File: src/rtl/can_buf_pkg.sv
// shared constants for the message buffer control block
package can_buf_pkg;
   localparam int NUM_BUF = 32;
   localparam int NUM_FILT = 16;
   localparam int ADDR_W = 8;
   // register offsets (word index on the plain register port)
   localparam logic [7:0] OFS_FULL_LO = 8'h00;
   localparam logic [7:0] OFS_FULL_HI = 8'h01;
   localparam logic [7:0] OFS_OVF_LO = 8'h02;
   localparam logic [7:0] OFS_OVF_HI = 8'h03;
   localparam logic [7:0] OFS_IRQ_STAT = 8'h04;
   localparam logic [7:0] OFS_IRQ_MASK = 8'h05;
   localparam logic [7:0] OFS_PTR_BASE = 8'h08; // four pointer words
   localparam logic [7:0] OFS_CTRL_BASE = 8'h10; // sixteen pair words
   // control byte field positions
   localparam int CB_DIR = 7;
   localparam int CB_ABT = 6;
   localparam int CB_LARB = 5;
   localparam int CB_ERR = 4;
   localparam int CB_REQ = 3;
   localparam int CB_RTREN = 2;
   localparam int CB_PRI_HI = 1;
   localparam int CB_PRI_LO = 0;
   localparam logic [7:0] CB_WR_MASK = 8'h8f; // software-writable bits
   // buffer words in dma ram: word index inside a buffer
   localparam logic [2:0] W_SID = 3'h0;
   localparam logic [2:0] W_EID = 3'h1;
   localparam logic [2:0] W_DLC = 3'h2;
   localparam logic [2:0] W_STAT = 3'h7;
   localparam int SID_LSB = 2;
   localparam int SRR_BIT = 1;
   localparam int IDE_BIT = 0;
   localparam int EID_HI_LSB = 0;
   localparam int EID_LO_LSB = 10;
   localparam int RTR_BIT = 9;
   localparam int RB1_BIT = 8;
   localparam int RB0_BIT = 4;
   localparam int FILTER_HIT_CODE_LSB = 8;
   localparam logic [15:0] RST_16 = 16'h0000;
   // interrupt status bit positions
   localparam int IRQ_RX = 0;
   localparam int IRQ_OVF = 1;
   localparam int IRQ_TXDONE = 2;
   localparam int IRQ_TXFAIL = 3;
endpackage

File: src/rtl/can_msg_buf_ctrl.sv
// message buffer flags, control bytes and dma ram buffer writer
//----------------------------------------------------------------------
// Contract
// - receive sets full flag, software clears it
// - store into full buffer sets overflow
// - control word holds two buffer bytes
// - direction bit one transmit, zero receive
// - abort, arbitration lost, bus error read-only
// - buffer words live in dma ram
// - id word: sid 12-2, srr, ide
// - eid 17-6 in 11-0, top zero
// - eid 5-0 in 15-10, dlc 3-0
// - bit 9 marks remote request
// - length code in low four bits
// - eight data bytes two per word
// - filter hit code in status 12-8
// - hit code only for receive buffers
// - thirty-two buffers indexed from zero
// - per-filter four-bit buffer pointer
//----------------------------------------------------------------------
`timescale 1ns/100ps
module can_msg_buf_ctrl
   import can_buf_pkg::*;
#(
   parameter int RAM_AW = 10
) (
   input wire logic clk, // 50 MHz clock
   input wire logic reset, // synchronous, active high
   input wire logic [ADDR_W-1:0] reg_addr, // register word index
   input wire logic [15:0] reg_wdata, // write data
   input wire logic reg_wr, // write strobe
   input wire logic reg_rd, // read strobe
   output logic [15:0] reg_rdata, // read data, cycle after strobe
   input wire logic rx_valid, // accepted message pulse from protocol
   input wire logic [3:0] rx_filter, // filter that accepted it
   input wire logic [10:0] rx_sid, // standard identifier
   input wire logic [17:0] rx_eid, // extended identifier
   input wire logic rx_ide, // extended format
   input wire logic rx_srr, // substitute remote
   input wire logic rx_rtr, // remote request
   input wire logic [3:0] rx_dlc, // data length code
   input wire logic [63:0] rx_data, // bytes, byte 0 in low bits
   input wire logic tx_done, // send outcome pulse from protocol
   input wire logic [4:0] tx_buf, // buffer the outcome refers to
   input wire logic tx_ok, // sent successfully
   input wire logic tx_abort, // aborted
   input wire logic tx_arb_lost, // lost arbitration
   input wire logic tx_bus_err, // bus error seen
   output logic ram_we, // dma ram write strobe
   output logic [RAM_AW-1:0] ram_addr, // dma ram word address
   output logic [15:0] ram_wdata, // dma ram write data
   output logic [NUM_BUF-1:0] send_pending, // send request per buffer
   output logic irq // level interrupt
);
   //-------------------------------------------------------------------
   // state
   //-------------------------------------------------------------------
   typedef enum {ST_IDLE, ST_STORE} wr_state_t;
   typedef struct packed {
      logic [NUM_BUF-1:0] full;
      logic [NUM_BUF-1:0] ovf;
      logic [NUM_BUF-1:0][7:0] ctrl;
      logic [NUM_FILT-1:0][3:0] ptr;
      logic [3:0] irq_stat;
      logic [3:0] irq_mask;
      logic [15:0] rdata;
      logic irq;
      logic we;
      logic [RAM_AW-1:0] addr;
      logic [15:0] wdata;
      logic [2:0] widx;
      logic [4:0] wbuf;
      logic [4:0] whit;
      logic [15:0][0:0] pad; // sixteen spare bits, never read or written
      logic [7:0][15:0] msg; // captured words of the message
   } state_t;
   state_t s_r, s_nxt;
   wr_state_t st_r, st_nxt;

   // dma ram layout: each buffer takes eight words
   logic [4:0] dest;
   logic [4:0] ovf_idx;
   logic [15:0] rd_val;
   logic [3:0] ev;
   logic [NUM_BUF-1:0] full_clr, ovf_clr;
   logic [NUM_BUF-1:0] ctrl_wr;

   assign dest = {1'b0, s_r.ptr[rx_filter]};

   //-------------------------------------------------------------------
   // write-side decodes: zero-to-clear on the full and overflow words
   //-------------------------------------------------------------------
   always_comb begin
      full_clr = '0;
      ovf_clr = '0;
      ctrl_wr = '0;
      if (reg_wr) begin
         if (reg_addr == OFS_FULL_LO) full_clr[15:0] = ~reg_wdata;
         if (reg_addr == OFS_FULL_HI) full_clr[31:16] = ~reg_wdata;
         if (reg_addr == OFS_OVF_LO) ovf_clr[15:0] = ~reg_wdata;
         if (reg_addr == OFS_OVF_HI) ovf_clr[31:16] = ~reg_wdata;
         if (reg_addr[7:4] == OFS_CTRL_BASE[7:4]) begin
            ctrl_wr[{reg_addr[3:0], 1'b0}] = 1'b1;
            ctrl_wr[{reg_addr[3:0], 1'b1}] = 1'b1;
         end
      end
   end

   //-------------------------------------------------------------------
   // read mux, answered one cycle after the strobe
   //-------------------------------------------------------------------
   always_comb begin
      rd_val = RST_16;
      case (reg_addr)
         OFS_FULL_LO: rd_val = s_r.full[15:0];
         OFS_FULL_HI: rd_val = s_r.full[31:16];
         OFS_OVF_LO: rd_val = s_r.ovf[15:0];
         OFS_OVF_HI: rd_val = s_r.ovf[31:16];
         OFS_IRQ_STAT: rd_val = {12'h000, s_r.irq_stat};
         OFS_IRQ_MASK: rd_val = {12'h000, s_r.irq_mask};
         default: begin
            if (reg_addr[7:2] == OFS_PTR_BASE[7:2])
               rd_val = {s_r.ptr[{reg_addr[1:0], 2'h3}],
                         s_r.ptr[{reg_addr[1:0], 2'h2}],
                         s_r.ptr[{reg_addr[1:0], 2'h1}],
                         s_r.ptr[{reg_addr[1:0], 2'h0}]};
            else if (reg_addr[7:4] == OFS_CTRL_BASE[7:4])
               rd_val = {s_r.ctrl[{reg_addr[3:0], 1'b1}],
                         s_r.ctrl[{reg_addr[3:0], 1'b0}]};
         end
      endcase
   end

   //-------------------------------------------------------------------
   // next state
   //-------------------------------------------------------------------
   always_comb begin
      s_nxt = s_r;
      st_nxt = st_r;
      ev = '0;
      ovf_idx = dest;
      s_nxt.rdata = reg_rd ? rd_val : RST_16;
      s_nxt.we = 1'b0;
      // software clears first so a same-cycle hardware set wins
      s_nxt.full = s_r.full & ~full_clr;
      s_nxt.ovf = s_r.ovf & ~ovf_clr;
      for (int i = 0; i < NUM_BUF; i++) begin
         if (ctrl_wr[i]) begin
            s_nxt.ctrl[i] = (s_r.ctrl[i] & ~CB_WR_MASK)
               | (reg_wdata[(i%2)*8 +: 8] & CB_WR_MASK);
         end
      end
      if (reg_wr && reg_addr[7:2] == OFS_PTR_BASE[7:2]) begin
         for (int k = 0; k < 4; k++)
            s_nxt.ptr[{reg_addr[1:0], 2'(k)}] = reg_wdata[k*4 +: 4];
      end
      if (reg_wr && reg_addr == OFS_IRQ_MASK)
         s_nxt.irq_mask = reg_wdata[3:0];
      if (reg_wr && reg_addr == OFS_IRQ_STAT)
         s_nxt.irq_stat = s_r.irq_stat & ~reg_wdata[3:0];
      // transmit outcome from the protocol engine
      if (tx_done && s_r.ctrl[tx_buf][CB_DIR]) begin
         s_nxt.ctrl[tx_buf][CB_ABT] = tx_abort;
         s_nxt.ctrl[tx_buf][CB_LARB] = tx_arb_lost;
         s_nxt.ctrl[tx_buf][CB_ERR] = tx_bus_err;
         if (tx_ok) begin
            s_nxt.ctrl[tx_buf][CB_REQ] = 1'b0;
            ev[IRQ_TXDONE] = 1'b1;
         end else begin
            ev[IRQ_TXFAIL] = 1'b1;
         end
      end
      case (st_r)
         ST_IDLE: begin
            // a message to a transmit buffer is dropped, nothing stored
            if (rx_valid && !s_r.ctrl[dest][CB_DIR]) begin
               if (s_r.full[dest]) begin
                  s_nxt.ovf[ovf_idx] = 1'b1;
                  ev[IRQ_OVF] = 1'b1;
               end
               s_nxt.wbuf = dest;
               s_nxt.whit = {1'b0, rx_filter};
               s_nxt.widx = W_SID;
               s_nxt.msg[0] = {3'h0, rx_sid, rx_srr, rx_ide};
               s_nxt.msg[1] = {4'h0, rx_eid[17:6]};
               s_nxt.msg[2] = {rx_eid[5:0], rx_rtr, 1'b0, 3'h0,
                               1'b0, rx_dlc};
               for (int b = 0; b < 4; b++)
                  s_nxt.msg[3+b] = rx_data[b*16 +: 16];
               s_nxt.msg[7] = {3'h0, 5'(rx_filter), 8'h00};
               st_nxt = ST_STORE;
            end
         end
         ST_STORE: begin
            s_nxt.we = 1'b1;
            s_nxt.addr = RAM_AW'({s_r.wbuf, s_r.widx});
            s_nxt.wdata = s_r.msg[s_r.widx];
            s_nxt.widx = s_r.widx + 3'h1;
            if (s_r.widx == W_STAT) begin
               s_nxt.full[s_r.wbuf] = 1'b1;
               ev[IRQ_RX] = 1'b1;
               st_nxt = ST_IDLE;
            end
         end
         default: st_nxt = ST_IDLE;
      endcase
      s_nxt.irq_stat = s_nxt.irq_stat | ev;
      s_nxt.irq = |(s_nxt.irq_stat & s_nxt.irq_mask);
   end

   //-------------------------------------------------------------------
   // registers
   //-------------------------------------------------------------------
   always_ff @(posedge clk) begin
      if (reset) begin
         s_r <= '0; // all flags cleared at reset
         st_r <= ST_IDLE;
      end else begin
         s_r <= s_nxt;
         st_r <= st_nxt;
      end
   end

   // outputs straight from the state flops
   assign reg_rdata = s_r.rdata;
   assign ram_we = s_r.we;
   assign ram_addr = s_r.addr;
   assign ram_wdata = s_r.wdata;
   assign irq = s_r.irq;
   generate
      for (genvar g = 0; g < NUM_BUF; g++) begin : g_req
         assign send_pending[g] = s_r.ctrl[g][CB_REQ];
      end
   endgenerate
endmodule // can_msg_buf_ctrl

File: config.mk
export PLATFORM = sky130hd
export DESIGN_NAME = can_msg_buf_ctrl
export DESIGN_NICKNAME = d
export VERILOG_FILES = /design/src/rtl/can_buf_pkg.sv /design/src/rtl/can_msg_buf_ctrl.sv
export SDC_FILE = /design/constraint.sdc
export NUM_CORES = 1
export LEC_CHECK = 0
export ABC_AREA = 1
export BUFFER_PORTS_ARGS = -buffer_cell sky130_fd_sc_hd__clkbuf_2
export CORE_MARGIN = 1
export CORE_UTILIZATION = 60
export DETAILED_ROUTE_END_ITERATION = 16
export HOLD_SLACK_MARGIN = 0.05
export PLACE_DENSITY = 0.8
export SLEW_MARGIN = 15
export SYNTH_ARGS = -nofsm -noshare
export SYNTH_HDL_FRONTEND = slang
export SYNTH_SLANG_ARGS = --single-unit
File: constraint.sdc
create_clock -name clk -period 2.71 [get_ports clk]
set_input_delay 0.271 -clock clk [delete_from_list [all_inputs] [get_ports clk]]
set_output_delay 0.271 -clock clk [all_outputs]
set_load 0.01 [all_outputs]
==> After elaboration in Yosys (flattened, before gate mapping) <==
Index checks and enable logic that the tools add are counted.
{ "word_totals": {"regBits": 576, "in_bits": 143, "out_inout_bits": 76, "word_cells": 289} }
{ "classes": {"addsub": 1, "n_lt_le_gt_ge": 20, "n_eq_ne": 11, "mux": 119, "n_bitwise": 47, "n_reduce_logical": 23} }
{ "op_table": {"columns": ["operator", "n"], "rows": [
  ["bitwise mux 256 bit", 3],
  ["2-to-1 mux 256 bit", 2],
  ["2-to-1 mux 32 bit", 11],
  ["2-to-1 mux 8 bit", 36],
  ["AND 256 bit", 1],
  ["bitwise mux 64 bit", 4],
  ["NOT 256 bit", 1],
  ["bitwise OR 7 x 8 -> 8 bit", 32],
  ["demux 8 bit (select 5 bit)", 4],
  ["2-to-1 mux 16 bit", 7],
  ["binary-select mux 8 bit (select 4 bit)", 3],
  ["case mux 16 bit (6 select lines)", 1],
  ["AND 32 bit", 2],
  ["NOT 32 bit", 2],
  ["bitwise OR 32 x 16 -> 32 bit", 2],
  ["case mux 32 bit (2 select lines)", 1],
  ["binary-select mux 16 bit (select 3 bit)", 1],
  ["2-to-1 mux 4 bit", 12],
  ["binary-select mux 8 bit (select 5 bit)", 1],
  ["binary-select mux 4 bit (select 2 bit)", 4],
  ["demux 4 bit (select 2 bit)", 4],
  ["equality test 32 x 1 -> 1 bit (second input constant)", 1],
  ["zero test 32 bit", 1],
  ["bitwise OR 31 x 32 -> 32 bit", 1],
  ["37 further kinds", 84]
]} }

==> Longest topological paths before layout <==
{ "logic_depth": {"word_depth": 14, "mapped_depth": 21, "depth_no_buf": 17} }

==> Least setup slack after synthesis <==
Ideal clock, no wire load.
{ "synth_path": {"kind": "input -> register", "start": "in rx_filter[0]", "end": "reg s_r[149] in the netlist's numbering", "setup_time_ns": 0.132, "arrival_ns": 2.071, "t_required_ns": 2.578, "path_slack_ns": 0.507, "cell_stages": 18, "path_buffers": 6, "cell_sequence": "buf_6 > buf_6 > buf_6 > o21ai_0 > nand3_1 > nand3_1 > nand2_1 > buf_4 > nand2_1 > nand2_1 > nand2_1 > nand3_2 > nor2_8 > nand2_4 > buf_4 > buf_6 > nand2_1 > a21oi_1"} }
{ "synth_between": {"elab_chain_cells": 7} }
{ "synth_lines": {"columns": ["element", "line_no", "source"], "rows": [
  ["from (decl)", "can_msg_buf_ctrl.sv:35", "input wire logic [3:0] rx_filter,"],
  ["binary-select mux 4 bit (select 4 bit) (*)", "can_msg_buf_ctrl.sv:88", "assign dest = {1'b0, s_r.ptr[rx_filter]};"],
  ["2-to-1 mux 4 bit (implied by the code) (*)", "can_msg_buf_ctrl.sv:88", null],
  ["binary-select mux 8 bit (select 4 bit)", "can_msg_buf_ctrl.sv:176", "if (rx_valid && !s_r.ctrl[dest][CB_DIR]) begin"],
  ["2-to-1 mux 8 bit (implied by the code)", "can_msg_buf_ctrl.sv:176", null],
  ["zero test 1 bit", "can_msg_buf_ctrl.sv:176", null],
  ["logical AND 1 bit", "can_msg_buf_ctrl.sv:176", null],
  ["AND reduction 2 bit (no source line)", null, null],
  ["to (signal assigned)", "can_msg_buf_ctrl.sv:219", "s_r <= s_nxt;"],
  ["to (decl)", "can_msg_buf_ctrl.sv:77", "state_t s_r, s_nxt;"]
]} }
Mark *: on every way between the ends. The rest lies on a longest branch, timed or not. The select of a mux whose other input is x is not followed.
A chain may end at the register's enable or synchronous reset.

==> Worst setup path in the final report <==
{ "layout_path": {"start": "reg s_r[261] in the netlist's numbering", "end": "reg s_r[46] in the netlist's numbering"} }
{ "layout_between": {"elab_chain_cells": 7} }
{ "layout_lines": {"columns": ["element", "line_no"], "rows": [
  ["binary-select mux 4 bit (select 4 bit)", "can_msg_buf_ctrl.sv:88"],
  ["2-to-1 mux 4 bit (implied by the code)", "can_msg_buf_ctrl.sv:88"],
  ["binary-select mux 8 bit (select 4 bit)", "can_msg_buf_ctrl.sv:176"],
  ["2-to-1 mux 8 bit (implied by the code)", "can_msg_buf_ctrl.sv:176"],
  ["zero test 1 bit", "can_msg_buf_ctrl.sv:176"],
  ["logical AND 1 bit", "can_msg_buf_ctrl.sv:176"],
  ["AND reduction 2 bit (no source line)", null]
]} }
No other way between the ends. The select of a mux whose other input is x is not followed.

==> impl_metrics.env <==
export IMPL_final_cells=4128
export IMPL_peakVddDrop_uv=459.1
export IMPL_drt_met1_wl_mm=33.50
export IMPL_synth_async_sr_flop_share_pct=0
export IMPL_yosysSeqAreaShare_pct=44.26
export IMPL_cts_buffers=55
export IMPL_drive_gt1_share_pct=13.35
export IMPL_max_clock_freq_ghz=0.3843
export IMPL_placed_cell_area_um2=25930
export IMPL_vias=26000
export IMPL_crit_type="reg2reg"
export IMPL_place_port_buffers=215
export IMPL_viasPerCell=6.299
export IMPL_worstMarginPinSlew_ns=1.017
export IMPL_maxSlewHeadroom_pct=32.20
export IMPL_cts_tree="done"
export IMPL_syn_inst=3364
export IMPL_worstSkewPairLatency_ns=0.61
export IMPL_grt_overflow=0
export IMPL_routed_wl_met2_mm=39.30
export IMPL_pre_cts_ws_ns=-0.09899
export IMPL_wl_per_cell_um=21.38
export IMPL_cp_top_family="simple AND/OR/NAND/NOR gates"
export IMPL_p_per_area_nw_per_um2=618.0
export IMPL_die_height_um=204.7
export IMPL_grt_max_degree=187
export IMPL_dr_pass1_iters=12
export IMPL_syn_avg_cell_area_um2=7.328
export IMPL_place_congestion=1.057
export IMPL_synth_edf_count=0
export IMPL_track_usage_pct=41.03
export IMPL_ys_warn_count=0
export IMPL_clk_pin_slew_worst_paths_ns=0.06
export IMPL_drc=0
export IMPL_io_pins=219
export IMPL_drv_cap=0
export IMPL_crit_chain="inv_1 -> nand2_1 -> nand3_1 -> nand3_1 -> nand3_2 -> buf_4 -> nand3_1 -> nand2_1 -> nand2_1 -> nand2_1 -> nand2_1 -> nand3_2 -> nor2_8 -> buf_12 -> buf_12 -> nand3_1 -> a21oi_1"
export IMPL_synthDistinctLibCells=44
export IMPL_die_area_um2=41900
export IMPL_cp_start_kind="flip-flop"
export IMPL_cp_max_fo=18
export IMPL_first_iter_violations=3735
export IMPL_hold_viol=0
export IMPL_worst_slack_ns=0.1080
export IMPL_critPathBufInv=4
export IMPL_root_buffer="clkbuf_16"
export IMPL_setup_viol_count_final=0
export IMPL_cp_required_ns=3.21
export IMPL_cts_buffer_depth=3
export IMPL_crit_slowest_cell="dfxtp_1"
export IMPL_total_power_w=0.01795
export IMPL_synthTopCellsByArea="dfxtp_1, o21ai_0, a21oi_1, nand2_1, inv_1"
export IMPL_core_um2=40100
export IMPL_status="complete, no violations"
export IMPL_cp_arrival_ns=3.10
export IMPL_dpl_cell_count=3911
export IMPL_antenna_found_initial=0
export IMPL_hold_class="in2reg"
export IMPL_nets=3704
export IMPL_htreeDepth=2
export IMPL_design_area_um2=29050
export IMPL_min_period_ns=2.602
export IMPL_syn_area_um2=24650
export IMPL_netlist_area_leader_share_pct=44.26
export IMPL_hpwl_mm=57.49
export IMPL_cp_common_cell="nand2_1"
export IMPL_grt_pass1_vias=24510
export IMPL_ff2ff_setup_slack_ns=0.11
export IMPL_worstSetupEndpointType="flip-flop"
export IMPL_antenna_left=0
export IMPL_rows=73
export IMPL_cts_sinks=545
export IMPL_power_leakage_nw=11.22
export IMPL_period_share_pct=96.01
export IMPL_grt_first_pass_wirelength_mm=134.7
export IMPL_final_max_slew_viol_count=0
export IMPL_synthFlopType="dfxtp_1"
export IMPL_wl_mm=88.27
export IMPL_start_util_pct=61.48
export IMPL_top_layer="met4"
export IMPL_yosysTopAreaCell="dfxtp_1"
export IMPL_holdWs_ns=0.08644
export IMPL_die_x_um=204.7
export IMPL_met3WireLength_mm=10.06
export IMPL_fin_worst_skew_ns=0.02063
export IMPL_critPathMaxStageDelay_ns=0.34
export IMPL_syn_to_final_growth_pct=17.84
export IMPL_ys_ff_latch=545
export IMPL_diodes=0
==> cell type report <==
| type | count | area [um2] |
|---|---|---|
| Clock buffer | 83 | 1684 |
| Clock inverter | 18 | 220.2 |
| Fill cell | 3139 | 11050 |
| Inverter | 351 | 1325 |
| Multi-Input combinational cell | 2148 | 10830 |
| Sequential cell | 545 | 10910 |
| Tap cell | 525 | 656.9 |
| Timing Repair Buffer | 458 | 3422 |
==> final timing paths <==
kind | end | cells past startpoint | startpoint
setup / recovery | s_r[46]$_SDFFE_PP0P_ | 17 | s_r[261]$_SDFFE_PP0P_
setup reg to reg | s_r[46]$_SDFFE_PP0P_ | 17 | s_r[261]$_SDFFE_PP0P_
hold reg to reg | s_r[592]$_SDFF_PP0_ | 2 | s_r[592]$_SDFF_PP0_
hold / removal | s_r[224]$_SDFFE_PP0P_ | 3 | reg_wdata[15]
==> worst min-delay path: stages <==
cell	delay (ns)
clkbuf_2	0.15
o21ai_0	0.18
a21oi_1	0.05
==> synth_stat cells (9+ instances only) <==
cell,count
a22oi_1,42
nand4_1,35
buf_1,10
o21ai_0,517
buf_2,26
a2bb2oi_1,9
a211oi_1,11
nand3_2,13
nor3_1,19
o22ai_1,95
nand3_1,183
o221ai_1,10
a31oi_1,33
clkinv_1,12
buf_4,76
a21oi_1,457
clkbuf_1,196
o211ai_1,35
nor2_1,159
dfxtp_1,545
nand2_1,446
o21ai_1,13
inv_1,332
buf_6,13
a221oi_1,15
==> logic make-up (layout without fill, tap and decap cells) <==
group / Yosys count / in the layout / share of synthesized area [%]
buffers and inverters: 673 / 910 / 11.98
AO/OA/AOI/OAI: 1273 / 1273 / 28.43
flip-flops: 545 / 545 / 44.26
other: 1 / 3 / 0.01521
AND/OR/NAND/NOR: 870 / 870 / 15.22
adder cells (fa/ha/maj): 2 / 2 / 0.1015
==> sequential cells by signal (all words and copies together), names as in the netlist <==
name,count
send_pending,32
st_r,1
ram_we,1
ram_addr,7
irq,1
reg_rdata,16
ram_wdata,16
s_r,471
==> routing by layer <==
layer | global-route usage (%) | vias to the layer above
li1 | - | 11830
met1 | 52.71 | 12040
met2 | 64.58 | 1809
met3 | 7.461 | 317
met4 | 23.56 | 0
met5 | 0 | -
==> repair_timing <==
item,CTS,global route
setup buffers,0,3
resized for setup,0,7
setup endpoints to repair,0,78
endpoints found under the hold margin,157,0
hold buffers,111,0
==> where the power goes <==
part | leakage [nW] | switching [W] | total (W) | internal (W)
sequential | 4.41 | 0.0000880 | 0.00823 | 0.00814
combinational | 5.87 | 0.00113 | 0.00171 | 0.000581
clock | 0.943 | 0.00327 | 0.00801 | 0.00474
==> stage by stage <==
stage,util [%],TNS [ns]
after global placement,64.66,-2.559
after floorplan,-,0
after CTS,72.19,0
after detailed placement,64.67,-6.746
final,72.45,0
after global routing,72.45,-0.04250
==> placed cells by master, fill, tap and decap left out, types with 10 or more instances in the layout <==
cell and n:
o211ai_1 35, o22ai_1 95, a21oi_1 455, a22oi_1 42
clkbuf_1 10, nand3_1 183, clkbuf_16 59, nand3_2 13
o21ai_0 517, dfxtp_1 545, dlygate4sd3_1 111, buf_12 14
nor3_1 18, clkbuf_8 16, nand4_1 35, clkinv_1 11
clkinv_2 11, nand2_1 443, a221oi_1 15, buf_4 113
nor2_1 155, o221ai_1 10, inv_1 332, o21ai_1 13
clkbuf_2 214, a211oi_1 11, a31oi_1 33
Note: power is estimated with default switching activity, not from simulation.
